`src/rtl/hpr_pkg.sv`:
```
// constants and carrier types for the headphone channel control registers
// assumes a single 100 MHz clock and an AXI4-Lite master with 32-bit data
// Functional notes
// decay code maps linearly, 10 dB/s per step
// band code 0..6 selects 120..12000 Hz
// gain code in 0.5 dB steps, 0x18 flat
// equalizer register resets to 0x0018
// host writes reserved bits as zero
// coefficients are signed 28-bit 5.23 words
// left balance = high[11:0] over low[15:0]
// right balance assembled like left balance
// volume = high[11:0] over low[15:0]
// volume pair resets to 0x0080, 0x0000
// balance pairs reset to 0x0080, 0x0000
// coefficient applied whole after both halves written
package hpr_pkg;

	// register indices; byte address is four times the index
	localparam logic [29:0] IDX_EQ          = 30'h0000_0118;
	localparam logic [29:0] IDX_LEFT_HIGH   = 30'h0000_011A;
	localparam logic [29:0] IDX_LEFT_LOW    = 30'h0000_011B;
	localparam logic [29:0] IDX_RIGHT_HIGH  = 30'h0000_011C;
	localparam logic [29:0] IDX_RIGHT_LOW   = 30'h0000_011D;
	localparam logic [29:0] IDX_VOLUME_HIGH = 30'h0000_011E;
	localparam logic [29:0] IDX_VOLUME_LOW  = 30'h0000_011F;
	localparam logic [29:0] IDX_DECAY       = 30'h0000_0130;

	// coefficient pairs: 0 left balance, 1 right balance, 2 volume
	localparam int          NUM_PAIRS       = 3;
	localparam logic [29:0] IDX_PAIR_BASE   = IDX_LEFT_HIGH;

	// values after reset
	localparam logic [15:0] RST_EQ          = 16'h0018;
	localparam logic [11:0] RST_COEF_HIGH   = 12'h080;
	localparam logic [15:0] RST_COEF_LOW    = 16'h0000;
	localparam logic [4:0]  RST_DECAY       = 5'h00;

	// writable bits; everything else is reserved and reads zero
	localparam logic [15:0] EQ_MASK         = 16'h073F;
	localparam logic [15:0] HIGH_MASK       = 16'h0FFF;
	localparam logic [15:0] DECAY_MASK      = 16'h001F;

	// field positions and code maps
	localparam int          EQ_BAND_LSB     = 8;
	localparam int          EQ_GAIN_LSB     = 0;
	localparam logic [2:0]  EQ_BAND_LAST    = 3'h6;
	localparam logic [5:0]  EQ_GAIN_MAX     = 6'h30;
	localparam logic [6:0]  EQ_GAIN_FLAT    = 7'h18;
	localparam logic [8:0]  DECAY_STEP_DBS  = 9'h00A;
	localparam logic [6:0][13:0] EQ_BAND_HZ = {14'h2EE0, 14'h1D4C, 14'h0BB8,
		14'h04B0, 14'h01F4, 14'h00C8, 14'h0078};

	localparam logic [1:0]  RESP_OKAY       = 2'h0;
	localparam logic [1:0]  RESP_SLVERR     = 2'h2;

	// settings handed to the audio path
	typedef struct packed {
		logic [2:0]         eq_band;
		logic               eq_band_valid;
		logic [13:0]        eq_freq_hz;
		logic signed [6:0]  eq_gain_half_db;
		logic signed [27:0] left_balance;
		logic signed [27:0] right_balance;
		logic signed [27:0] volume;
		logic [4:0]         decay_code;
		logic [8:0]         decay_rate_dbs;
	} hpr_ctrl_t;

	typedef struct packed {
		logic                        have_aw;
		logic                        have_w;
		logic [29:0]                 awidx;
		logic [15:0]                 wdata;
		logic [1:0]                  wstrb;
		logic                        bvalid;
		logic [1:0]                  bresp;
		logic                        rvalid;
		logic [15:0]                 rdata;
		logic [1:0]                  rresp;
		logic [15:0]                 eq;
		logic [4:0]                  decay;
		logic [NUM_PAIRS-1:0][11:0]  high;
		logic [NUM_PAIRS-1:0][15:0]  low;
		logic [NUM_PAIRS-1:0][1:0]   pend;
		logic [NUM_PAIRS-1:0][27:0]  act;
		hpr_ctrl_t                   ctrl;
	} hpr_state_t;

endpackage

```
`src/rtl/hpr_regs.sv`:
```
// headphone channel equalizer, balance, volume and limiter decay registers
// assumes an AXI4-Lite master on aclk; settings go to the audio path as one struct
`timescale 1ns/1ns
module hpr_regs
(
	// clock and reset
	input  wire logic              aclk,
	input  wire logic              aresetn,
	// write address and data
	input  wire logic [31:0]       awaddr,
	input  wire logic [2:0]        awprot,
	input  wire logic              awvalid,
	output logic                   awready,
	input  wire logic [31:0]       wdata,
	input  wire logic [3:0]        wstrb,
	input  wire logic              wvalid,
	output logic                   wready,
	// write response
	output logic [1:0]             bresp,
	output logic                   bvalid,
	input  wire logic              bready,
	// read address and data
	input  wire logic [31:0]       araddr,
	input  wire logic [2:0]        arprot,
	input  wire logic              arvalid,
	output logic                   arready,
	output logic [31:0]            rdata,
	output logic [1:0]             rresp,
	output logic                   rvalid,
	input  wire logic              rready,
	// settings for the audio path
	output hpr_pkg::hpr_ctrl_t     ctrl
);

	hpr_pkg::hpr_state_t st;
	hpr_pkg::hpr_state_t next_st;
	logic                wr_fire;

	function automatic logic [15:0] merge(input logic [15:0] old, input logic [15:0] val,
		input logic [1:0] strb, input logic [15:0] mask);
		logic [15:0] m;
		m = old;
		if (strb[0])
			m[7:0] = val[7:0];
		if (strb[1])
			m[15:8] = val[15:8];
		return m & mask;
	endfunction

	assign awready = !st.have_aw && !st.bvalid;
	assign wready  = !st.have_w && !st.bvalid;
	assign arready = !st.rvalid;
	assign bvalid  = st.bvalid;
	assign bresp   = st.bresp;
	assign rvalid  = st.rvalid;
	assign rresp   = st.rresp;
	assign rdata   = {16'h0000, st.rdata};
	assign ctrl    = st.ctrl;
	assign wr_fire = st.have_aw && st.have_w;

	always_comb
	begin
		logic        hit;
		logic [15:0] rd;
		logic [15:0] tmp;
		logic [5:0]  gain;
		hit = 1'b0;
		rd = 16'h0000;
		tmp = 16'h0000;
		gain = 6'h00;
		next_st = st;
		if (st.bvalid && bready)
			next_st.bvalid = 1'b0;
		if (st.rvalid && rready)
			next_st.rvalid = 1'b0;
		if (awvalid && awready)
		begin
			next_st.have_aw = 1'b1;
			next_st.awidx = awaddr[31:2];
		end
		if (wvalid && wready)
		begin
			next_st.have_w = 1'b1;
			next_st.wdata = wdata[15:0];
			next_st.wstrb = wstrb[1:0];
		end
		// write takes effect once address and data are both held
		if (wr_fire)
		begin
			next_st.have_aw = 1'b0;
			next_st.have_w = 1'b0;
			next_st.bvalid = 1'b1;
			next_st.bresp = hpr_pkg::RESP_OKAY;
			// reserved bits are dropped, so a careless host cannot set them
			if (st.awidx == hpr_pkg::IDX_EQ)
			begin
				next_st.eq = merge(st.eq, st.wdata, st.wstrb, hpr_pkg::EQ_MASK);
				hit = 1'b1;
			end
			if (st.awidx == hpr_pkg::IDX_DECAY)
			begin
				tmp = merge({11'h000, st.decay}, st.wdata, st.wstrb, hpr_pkg::DECAY_MASK);
				next_st.decay = tmp[4:0];
				hit = 1'b1;
			end
			for (int p = 0; p < hpr_pkg::NUM_PAIRS; p++)
			begin
				if (st.awidx == hpr_pkg::IDX_PAIR_BASE + 30'(2 * p))
				begin
					tmp = merge({4'h0, st.high[p]}, st.wdata, st.wstrb, hpr_pkg::HIGH_MASK);
					next_st.high[p] = tmp[11:0];
					next_st.pend[p][1] = 1'b1;
					hit = 1'b1;
				end
				if (st.awidx == hpr_pkg::IDX_PAIR_BASE + 30'(2 * p + 1))
				begin
					next_st.low[p] = merge(st.low[p], st.wdata, st.wstrb, 16'hFFFF);
					next_st.pend[p][0] = 1'b1;
					hit = 1'b1;
				end
			end
			if (!hit)
				next_st.bresp = hpr_pkg::RESP_SLVERR;
		end
		// whole-word commit; a half alone never reaches the audio path
		for (int p = 0; p < hpr_pkg::NUM_PAIRS; p++)
		begin
			if (next_st.pend[p] == 2'h3)
			begin
				next_st.act[p] = {next_st.high[p], next_st.low[p]};
				next_st.pend[p] = 2'h0;
			end
		end
		if (arvalid && arready)
		begin
			hit = 1'b0;
			if (araddr[31:2] == hpr_pkg::IDX_EQ)
			begin
				rd = st.eq;
				hit = 1'b1;
			end
			if (araddr[31:2] == hpr_pkg::IDX_DECAY)
			begin
				rd = {11'h000, st.decay};
				hit = 1'b1;
			end
			for (int p = 0; p < hpr_pkg::NUM_PAIRS; p++)
			begin
				if (araddr[31:2] == hpr_pkg::IDX_PAIR_BASE + 30'(2 * p))
				begin
					rd = {4'h0, st.high[p]};
					hit = 1'b1;
				end
				if (araddr[31:2] == hpr_pkg::IDX_PAIR_BASE + 30'(2 * p + 1))
				begin
					rd = st.low[p];
					hit = 1'b1;
				end
			end
			next_st.rvalid = 1'b1;
			next_st.rdata = rd;
			next_st.rresp = hit ? hpr_pkg::RESP_OKAY : hpr_pkg::RESP_SLVERR;
		end
		if (!aresetn)
		begin
			next_st = '0;
			next_st.eq = hpr_pkg::RST_EQ;
			next_st.decay = hpr_pkg::RST_DECAY;
			for (int p = 0; p < hpr_pkg::NUM_PAIRS; p++)
			begin
				next_st.high[p] = hpr_pkg::RST_COEF_HIGH;
				next_st.low[p] = hpr_pkg::RST_COEF_LOW;
				next_st.act[p] = {hpr_pkg::RST_COEF_HIGH, hpr_pkg::RST_COEF_LOW};
			end
		end
		// decoded settings, registered with the state they come from
		next_st.ctrl.eq_band = next_st.eq[hpr_pkg::EQ_BAND_LSB +: 3];
		next_st.ctrl.eq_band_valid = next_st.ctrl.eq_band <= hpr_pkg::EQ_BAND_LAST;
		next_st.ctrl.eq_freq_hz = next_st.ctrl.eq_band_valid ?
			hpr_pkg::EQ_BAND_HZ[next_st.ctrl.eq_band] : 14'h0000;
		// codes past the last step clamp to the deepest cut
		gain = next_st.eq[hpr_pkg::EQ_GAIN_LSB +: 6];
		if (gain > hpr_pkg::EQ_GAIN_MAX)
			gain = hpr_pkg::EQ_GAIN_MAX;
		next_st.ctrl.eq_gain_half_db = hpr_pkg::EQ_GAIN_FLAT - {1'b0, gain};
		next_st.ctrl.left_balance = next_st.act[0];
		next_st.ctrl.right_balance = next_st.act[1];
		next_st.ctrl.volume = next_st.act[2];
		next_st.ctrl.decay_code = next_st.decay;
		next_st.ctrl.decay_rate_dbs = (9'(next_st.decay) + 9'h001) * hpr_pkg::DECAY_STEP_DBS;
	end

	always_ff @(posedge aclk)
	begin
		st <= next_st;
	end
endmodule

```
`config.mk`:
```
export PLATFORM = sky130hd
export DESIGN_NAME = hpr_regs
export DESIGN_NICKNAME = d
export VERILOG_FILES = /design/src/rtl/hpr_pkg.sv /design/src/rtl/hpr_regs.sv
export SDC_FILE = /design/constraint.sdc
export NUM_CORES = 1
export LEC_CHECK = 0
export ABC_AREA = 1
export BUFFER_PORTS_ARGS = -buffer_cell sky130_fd_sc_hd__buf_2
export CORE_AREA = 2 2 167 169
export DETAILED_ROUTE_END_ITERATION = 6
export DIE_AREA = 0 0 169 171
export PLACE_DENSITY = 0.78
export SLEW_MARGIN = 20
export SYNTH_ARGS = -nofsm -noshare
export SYNTH_HDL_FRONTEND = slang
export SYNTH_SLANG_ARGS = --single-unit
```
`constraint.sdc`:
```
create_clock -name aclk -period 6.4 [get_ports aclk]
set_input_delay 0.64 -clock aclk [delete_from_list [all_inputs] [get_ports aclk]]
set_output_delay 0.64 -clock aclk [all_outputs]
set_load 0.02 [all_outputs]
```
Word-level counts from Yosys, hierarchy flattened
Memories as Yosys holds them, arrays and structs flattened. A register that Yosys moved wholly into a read port is not among the register bits.
Index checks and enable logic that the tools add are counted.
{"block": "word_totals", "output_inout_bits": 164, "memories": 1, "rom_bits": 112, "elab_cells": 143, "register_bits": 279, "input_bits": 113}
{"block": "classes", "bitwise_logic": 1, "n_eq_ne": 19, "muxes": 70, "n_lt_le_gt_ge": 2, "n_reduce_logical": 19, "multipliers": 1, "addsub": 2}
{"memory": "(name not given)", "words": 8, "width": 14, "read_ports": 1, "rd_ports_with_merged_regs": 1, "write_ports": 0, "line_no": "hpr_regs.sv:180", "text": "hpr_pkg::EQ_BAND_HZ[next_st.ctrl.eq_band] : 14'h0000;"}
{"cell": "$eq A30 B9 Y1 const B", "n": 16}
{"cell": "$mux W313", "n": 1}
{"cell": "$mux W16", "n": 10}
{"cell": "$mux W106", "n": 1}
{"cell": "$mux W28", "n": 3}
{"cell": "$mux W8", "n": 9}
{"cell": "$mux W12", "n": 3}
{"cell": "$mux W1", "n": 26}
{"cell": "$mux W11", "n": 2}
{"cell": "$mux W19", "n": 1}
{"cell": "$mux W4", "n": 3}
{"cell": "$mux W6", "n": 2}
{"cell": "$mux W2", "n": 5}
{"cell": "$mux W5", "n": 2}
{"cell": "$logic_and A1 B1 Y1", "n": 8}
{"cell": "$mul A6 B3 Y8 const B", "n": 1}
{"cell": "$reduce_or A2 Y1", "n": 4}
{"cell": "$sub A5 B6 Y7 const A", "n": 1}
{"cell": "$add A5 B1 Y6 const B", "n": 1}
{"cell": "$eq A2 B2 Y1 const B", "n": 3}
{"cell": "$gt A6 B6 Y1 const B", "n": 1}
{"cell": "$mux W3", "n": 2}
{"cell": "$logic_not A1 Y1", "n": 5}
{"cell": "$reduce_bool A2 Y1", "n": 2}
{"cell": "2 further kinds", "n": 2}

Longest topological paths before layout
{"block": "depth", "word_depth": 12, "depth_mapped": 21, "ltp_nobuf": 21}

Worst setup path after synthesis
Ideal clock, no wire load.
{"block": "synth_path", "path_type": "input port to flip-flop", "startpoint": "in aresetn", "endpoint": "reg st, in the netlist ctrl[8]", "required_time_ns": 6.328, "path_slack_ns": 3.164, "n_path_buf": 3, "setup_ns": 0.072, "arrival_time_ns": 3.164, "path_stages": 14, "path_cell_list": "clkbuf_1 > clkbuf_1 > clkbuf_1 > nand2_1 > inv_1 > ha_1 > nand3_1 > xnor2_1 > ha_1 > fa_1 > nand2_1 > nand2_1 > a21oi_1 > xor2_1"}
{"element": "start: declaration", "line_no": "hpr_regs.sv:8", "text": "input wire logic aresetn,"}
{"element": "end signal: assignment", "line_no": "hpr_regs.sv:195", "text": "st <= next_st;"}
{"element": "end: declaration", "line_no": "hpr_regs.sv:35", "text": "hpr_pkg::hpr_state_t st;"}

==> metrics.md <==
| Metric | Value |
|---|---|
| IO Port Bufs | `227` |
| Fmax | `272 MHz` |
| Max_slew headroom | `33.7%` |
| Core Region | `27,300 um^2` |
| Clock power share | `46.5%` |
| Fraction of layout cells with a size suffix above 1 | `20.9%` |
| Ys Warns | `0` |
| Starting Density | `49.0%` |
| Net Sw Power | `919 uW` |
| DP HPWL | `26,500 um` |
| Startpoint class of the critical path | `flop` |
| Wire per inst | `16.4 um` |
| Setup TNS | `0 ns` |
| Layout Nets | `1,916` |
| Post-synth EDFFs | `0` |
| Root Buffer | `clkbuf_16` |
| Die Area | `28,900 um^2` |
| Status | `finished, final reports clean` |
| Ratio of final minimum period to clock period | `57.4%` |
| P per Cell Area | `269 nW/um^2` |
| Initial antenna violation count | `1` |
| CP required | `6.88 ns` |
| Via-to-Cell Ratio | `5.21` |
| RSZ-0062 raised after global routing | `no` |
| CP max FO | `12` |
| Number of global-route vias before repair | `10,400` |
| Die width | `169 um` |
| Yosys reg bits | `286` |
| Wirelength, routed | `35,500 um` |
| First-pass GRT wire length | `54,400 um` |
| Clock buffer depth | `3` |
| Final Worst Setup Slack | `2.73 ns` |
| Clk sinks | `286` |
| Seq pwr share | `47.8%` |
| Worst EP arrival | `4.15 ns` |
| Max VDD drop | `0.200 mV` |
| Final Max Slew Viols | `0` |
| Pre-CTS setup slack | `2.72 ns` |
| DIE HEIGHT | `171 um` |
| Leakage dissipation | `0.00737 uW` |
| Tmin final | `3.67 ns` |
| Drt first-iter violations | `956` |
| Final Hold Fails | `0` |
| Drt drc | `0` |
| Hold Path Class | `input port to flop` |
| Synthesized cell area | `13,400 um^2` |
| Worst skew pair latency | `0.56 ns` |
| Ys flop type | `dfxtp_1` |
| Final std cells w/o fill | `2,160` |
| Max cap viols | `0` |
| Gpl congestion | `0.906` |
| Sequential share of the synthesized area | `42.8%` |
| Pint | `2990 uW` |
| Total Routing Usage GR | `23.9%` |
| FP Rows | `61` |
| Dpl cells | `2,106` |
| Crit path capture type | `flop` |
| Setup CP Type | `flop to flop` |
| Ports | `277` |
| Post-synthesis cell type count | `53` |
| Post CTS Setup Buffer Count | `0` |
| CTS tree | `done` |
| Largest net degree at the start of global routing | `67` |
| Clk slew on worst S/H paths | `0.06 ns` |
| Via count | `11,300` |
| Post-synth ARST share | `0%` |
| Antenna Violating Nets Remaining | `0` |
| Logic gate share of total power | `5.7%` |
| Hold-fix buffers, CTS | `0` |
| Worst Tran Pin Value | `0.992 ns` |
| H-tree lvl count | `1` |
| Total grt overflow | `0` |
| Cts bufs inserted | `30` |
| Switching Fraction | `23.5%` |
| Synthesis-to-layout area growth | `8.60%` |
| Max Clock Skew | `0.0182 ns` |
| Antenna Diode Count | `0` |
| Post-CTS resize count | `0` |
| Synth Instances | `1,732` |
| Setup violators final | `0` |
| Mapped Avg Cell Area | `7.73 um^2` |
| Pre-Repair DR Iteration Count | `6` |
-- per-layer routing --
| layer | part of all wire [%] | vias up | global-route usage, % |
|---|---|---|---|
| li1 | - | 5533 | - |
| met1 | 41 | 5165 | 30.0 |
| met5 | 0.020 | - | 0 |
| met2 | 46 | 454 | 39.7 |
| met4 | 4.9 | 2 | 10.7 |
| met3 | 7.8 | 98 | 5.00 |
-- Yosys cell counts, types with 5 or more instances --
cell type / number / area share (%)
dfxtp_1: 286 / 43
inv_1: 246 / 6.9
nand2_1: 231 / 6.5
nor2_1: 184 / 5.2
buf_4: 170 / 9.5
a21oi_1: 150 / 5.6
o21ai_0: 102 / 3.8
nand3_1: 47 / 1.8
o211ai_1: 47 / 2.6
clkbuf_1: 25 / 0.70
nand4_1: 25 / 1.2
o22ai_1: 22 / 1.0
a21oi_2: 19 / 1.2
buf_2: 18 / 0.67
a21o_1: 14 / 0.78
o211ai_2: 13 / 1.2
nor3_1: 12 / 0.45
ha_1: 10 / 0.93
nand2_2: 10 / 0.47
nor2_2: 9 / 0.42
nand3_2: 8 / 0.60
nor2_4: 8 / 0.67
inv_2: 7 / 0.20
buf_6: 6 / 0.50
nor3_2: 6 / 0.45
xor2_1: 6 / 0.39
clkinv_1: 5 / 0.14
-- state kept, by name, summed over array words and instances, names as in the netlist --
| register | flops |
|---|---|
| rdata | 16 |
| bresp | 1 |
| bvalid | 1 |
| ctrl | 119 |
| st | 147 |
| rvalid | 1 |
| rresp | 1 |
-- power groups by stage --
| stage | registers (uW) | clock network, uW | logic (uW) |
|---|---|---|---|
| 5_1_grt | 1870 | 1910 | 252 |
| 4_1_cts | 1870 | 1830 | 225 |
| 2_1_floorplan | 1880 | 0 | 180 |
| 6_report | 1870 | 1820 | 225 |
| 3_3_place_gp | 1910 | 0 | 220 |
| 3_5_place_dp | 1910 | 0 | 224 |
-- path summary, 6_finish.rpt --
check	from	to	slack [ns]	cells past startpoint
worst min register to register	rdata[7]	rdata[7]	0.47	2
worst min-delay path	awaddr[31]	st[387]	0.34	3
worst max-delay path	st[388]	ctrl[8]	2.73	15
worst max register to register	st[388]	ctrl[8]	2.73	15
-- final cells by class --
class                           count  area (um^2)
Inverter                          259          975
Fill cell                        2596        12800
Multi-Input combinational cell    984         5200
Sequential cell                   286         5730
Clock buffer                       48          930
Timing Repair Buffer              231         1170
Tap cell                          346          433
Clock inverter                      6          111
-- critical path: stages (launching register included) --
cell and delay (ns):
dfxtp_1 0.36, nand2_1 0.38, nor2_4 0.35, nand2_1 0.24
o22ai_1 0.28, nand2_1 0.14, inv_1 0.10, ha_1 0.18
nand3_1 0.10, xnor2_1 0.27, ha_1 0.33, fa_1 0.46
nand2_1 0.08, nand2_1 0.05, a21oi_1 0.14, xor2_1 0.14
-- cell usage in the layout, fill, tap and decap left out, types with 6 or more instances in the layout --
cell | netlist | layout
dfxtp_1 | 286 | 286
inv_1 | 246 | 246
nand2_1 | 231 | 231
buf_2 | 18 | 226
nor2_1 | 184 | 184
a21oi_1 | 150 | 150
o21ai_0 | 102 | 102
nand3_1 | 47 | 47
o211ai_1 | 47 | 47
clkbuf_16 | 0 | 31
nand4_1 | 25 | 25
o22ai_1 | 22 | 22
conb_1 | 1 | 21
a21oi_2 | 19 | 19
a21o_1 | 14 | 14
o211ai_2 | 13 | 13
nor3_1 | 12 | 11
nand2_2 | 10 | 10
ha_1 | 10 | 10
nor2_2 | 9 | 9
clkbuf_8 | 0 | 9
nor2_4 | 8 | 8
nand3_2 | 8 | 8
clkbuf_1 | 25 | 8
inv_2 | 7 | 7
nor3_2 | 6 | 7
xor2_1 | 6 | 6
-- per-stage QoR --
stage / hold WS (ns) / total power, uW / cell area (um^2) / utilization (%)
3_5_place_dp: 0.457 / 2130 / 13500 / 49.4
2_1_floorplan: 0.446 / 2060 / 13500 / -
6_report: 0.338 / 3910 / 14500 / 53.2
3_3_place_gp: 0.453 / 2130 / 13500 / 49.4
4_1_cts: 0.328 / 3930 / 14500 / 53.2
5_1_grt: 0.354 / 4030 / 14500 / 53.2
-- logic make-up (layout without fill, tap and decap cells) --
group           after synthesis  after routing  synth area share [%]
other cells                   1             21                0.0280
simple gates                560            560                  19.2
fa+ha+maj                    11             11                  1.08
buf+inv                     482            544                  19.0
xor+xnor                      7              7                 0.458
flops                       286            286                  42.8
compound gates              385            385                  17.5
No activity file was read; power rests on OpenSTA's default activity.
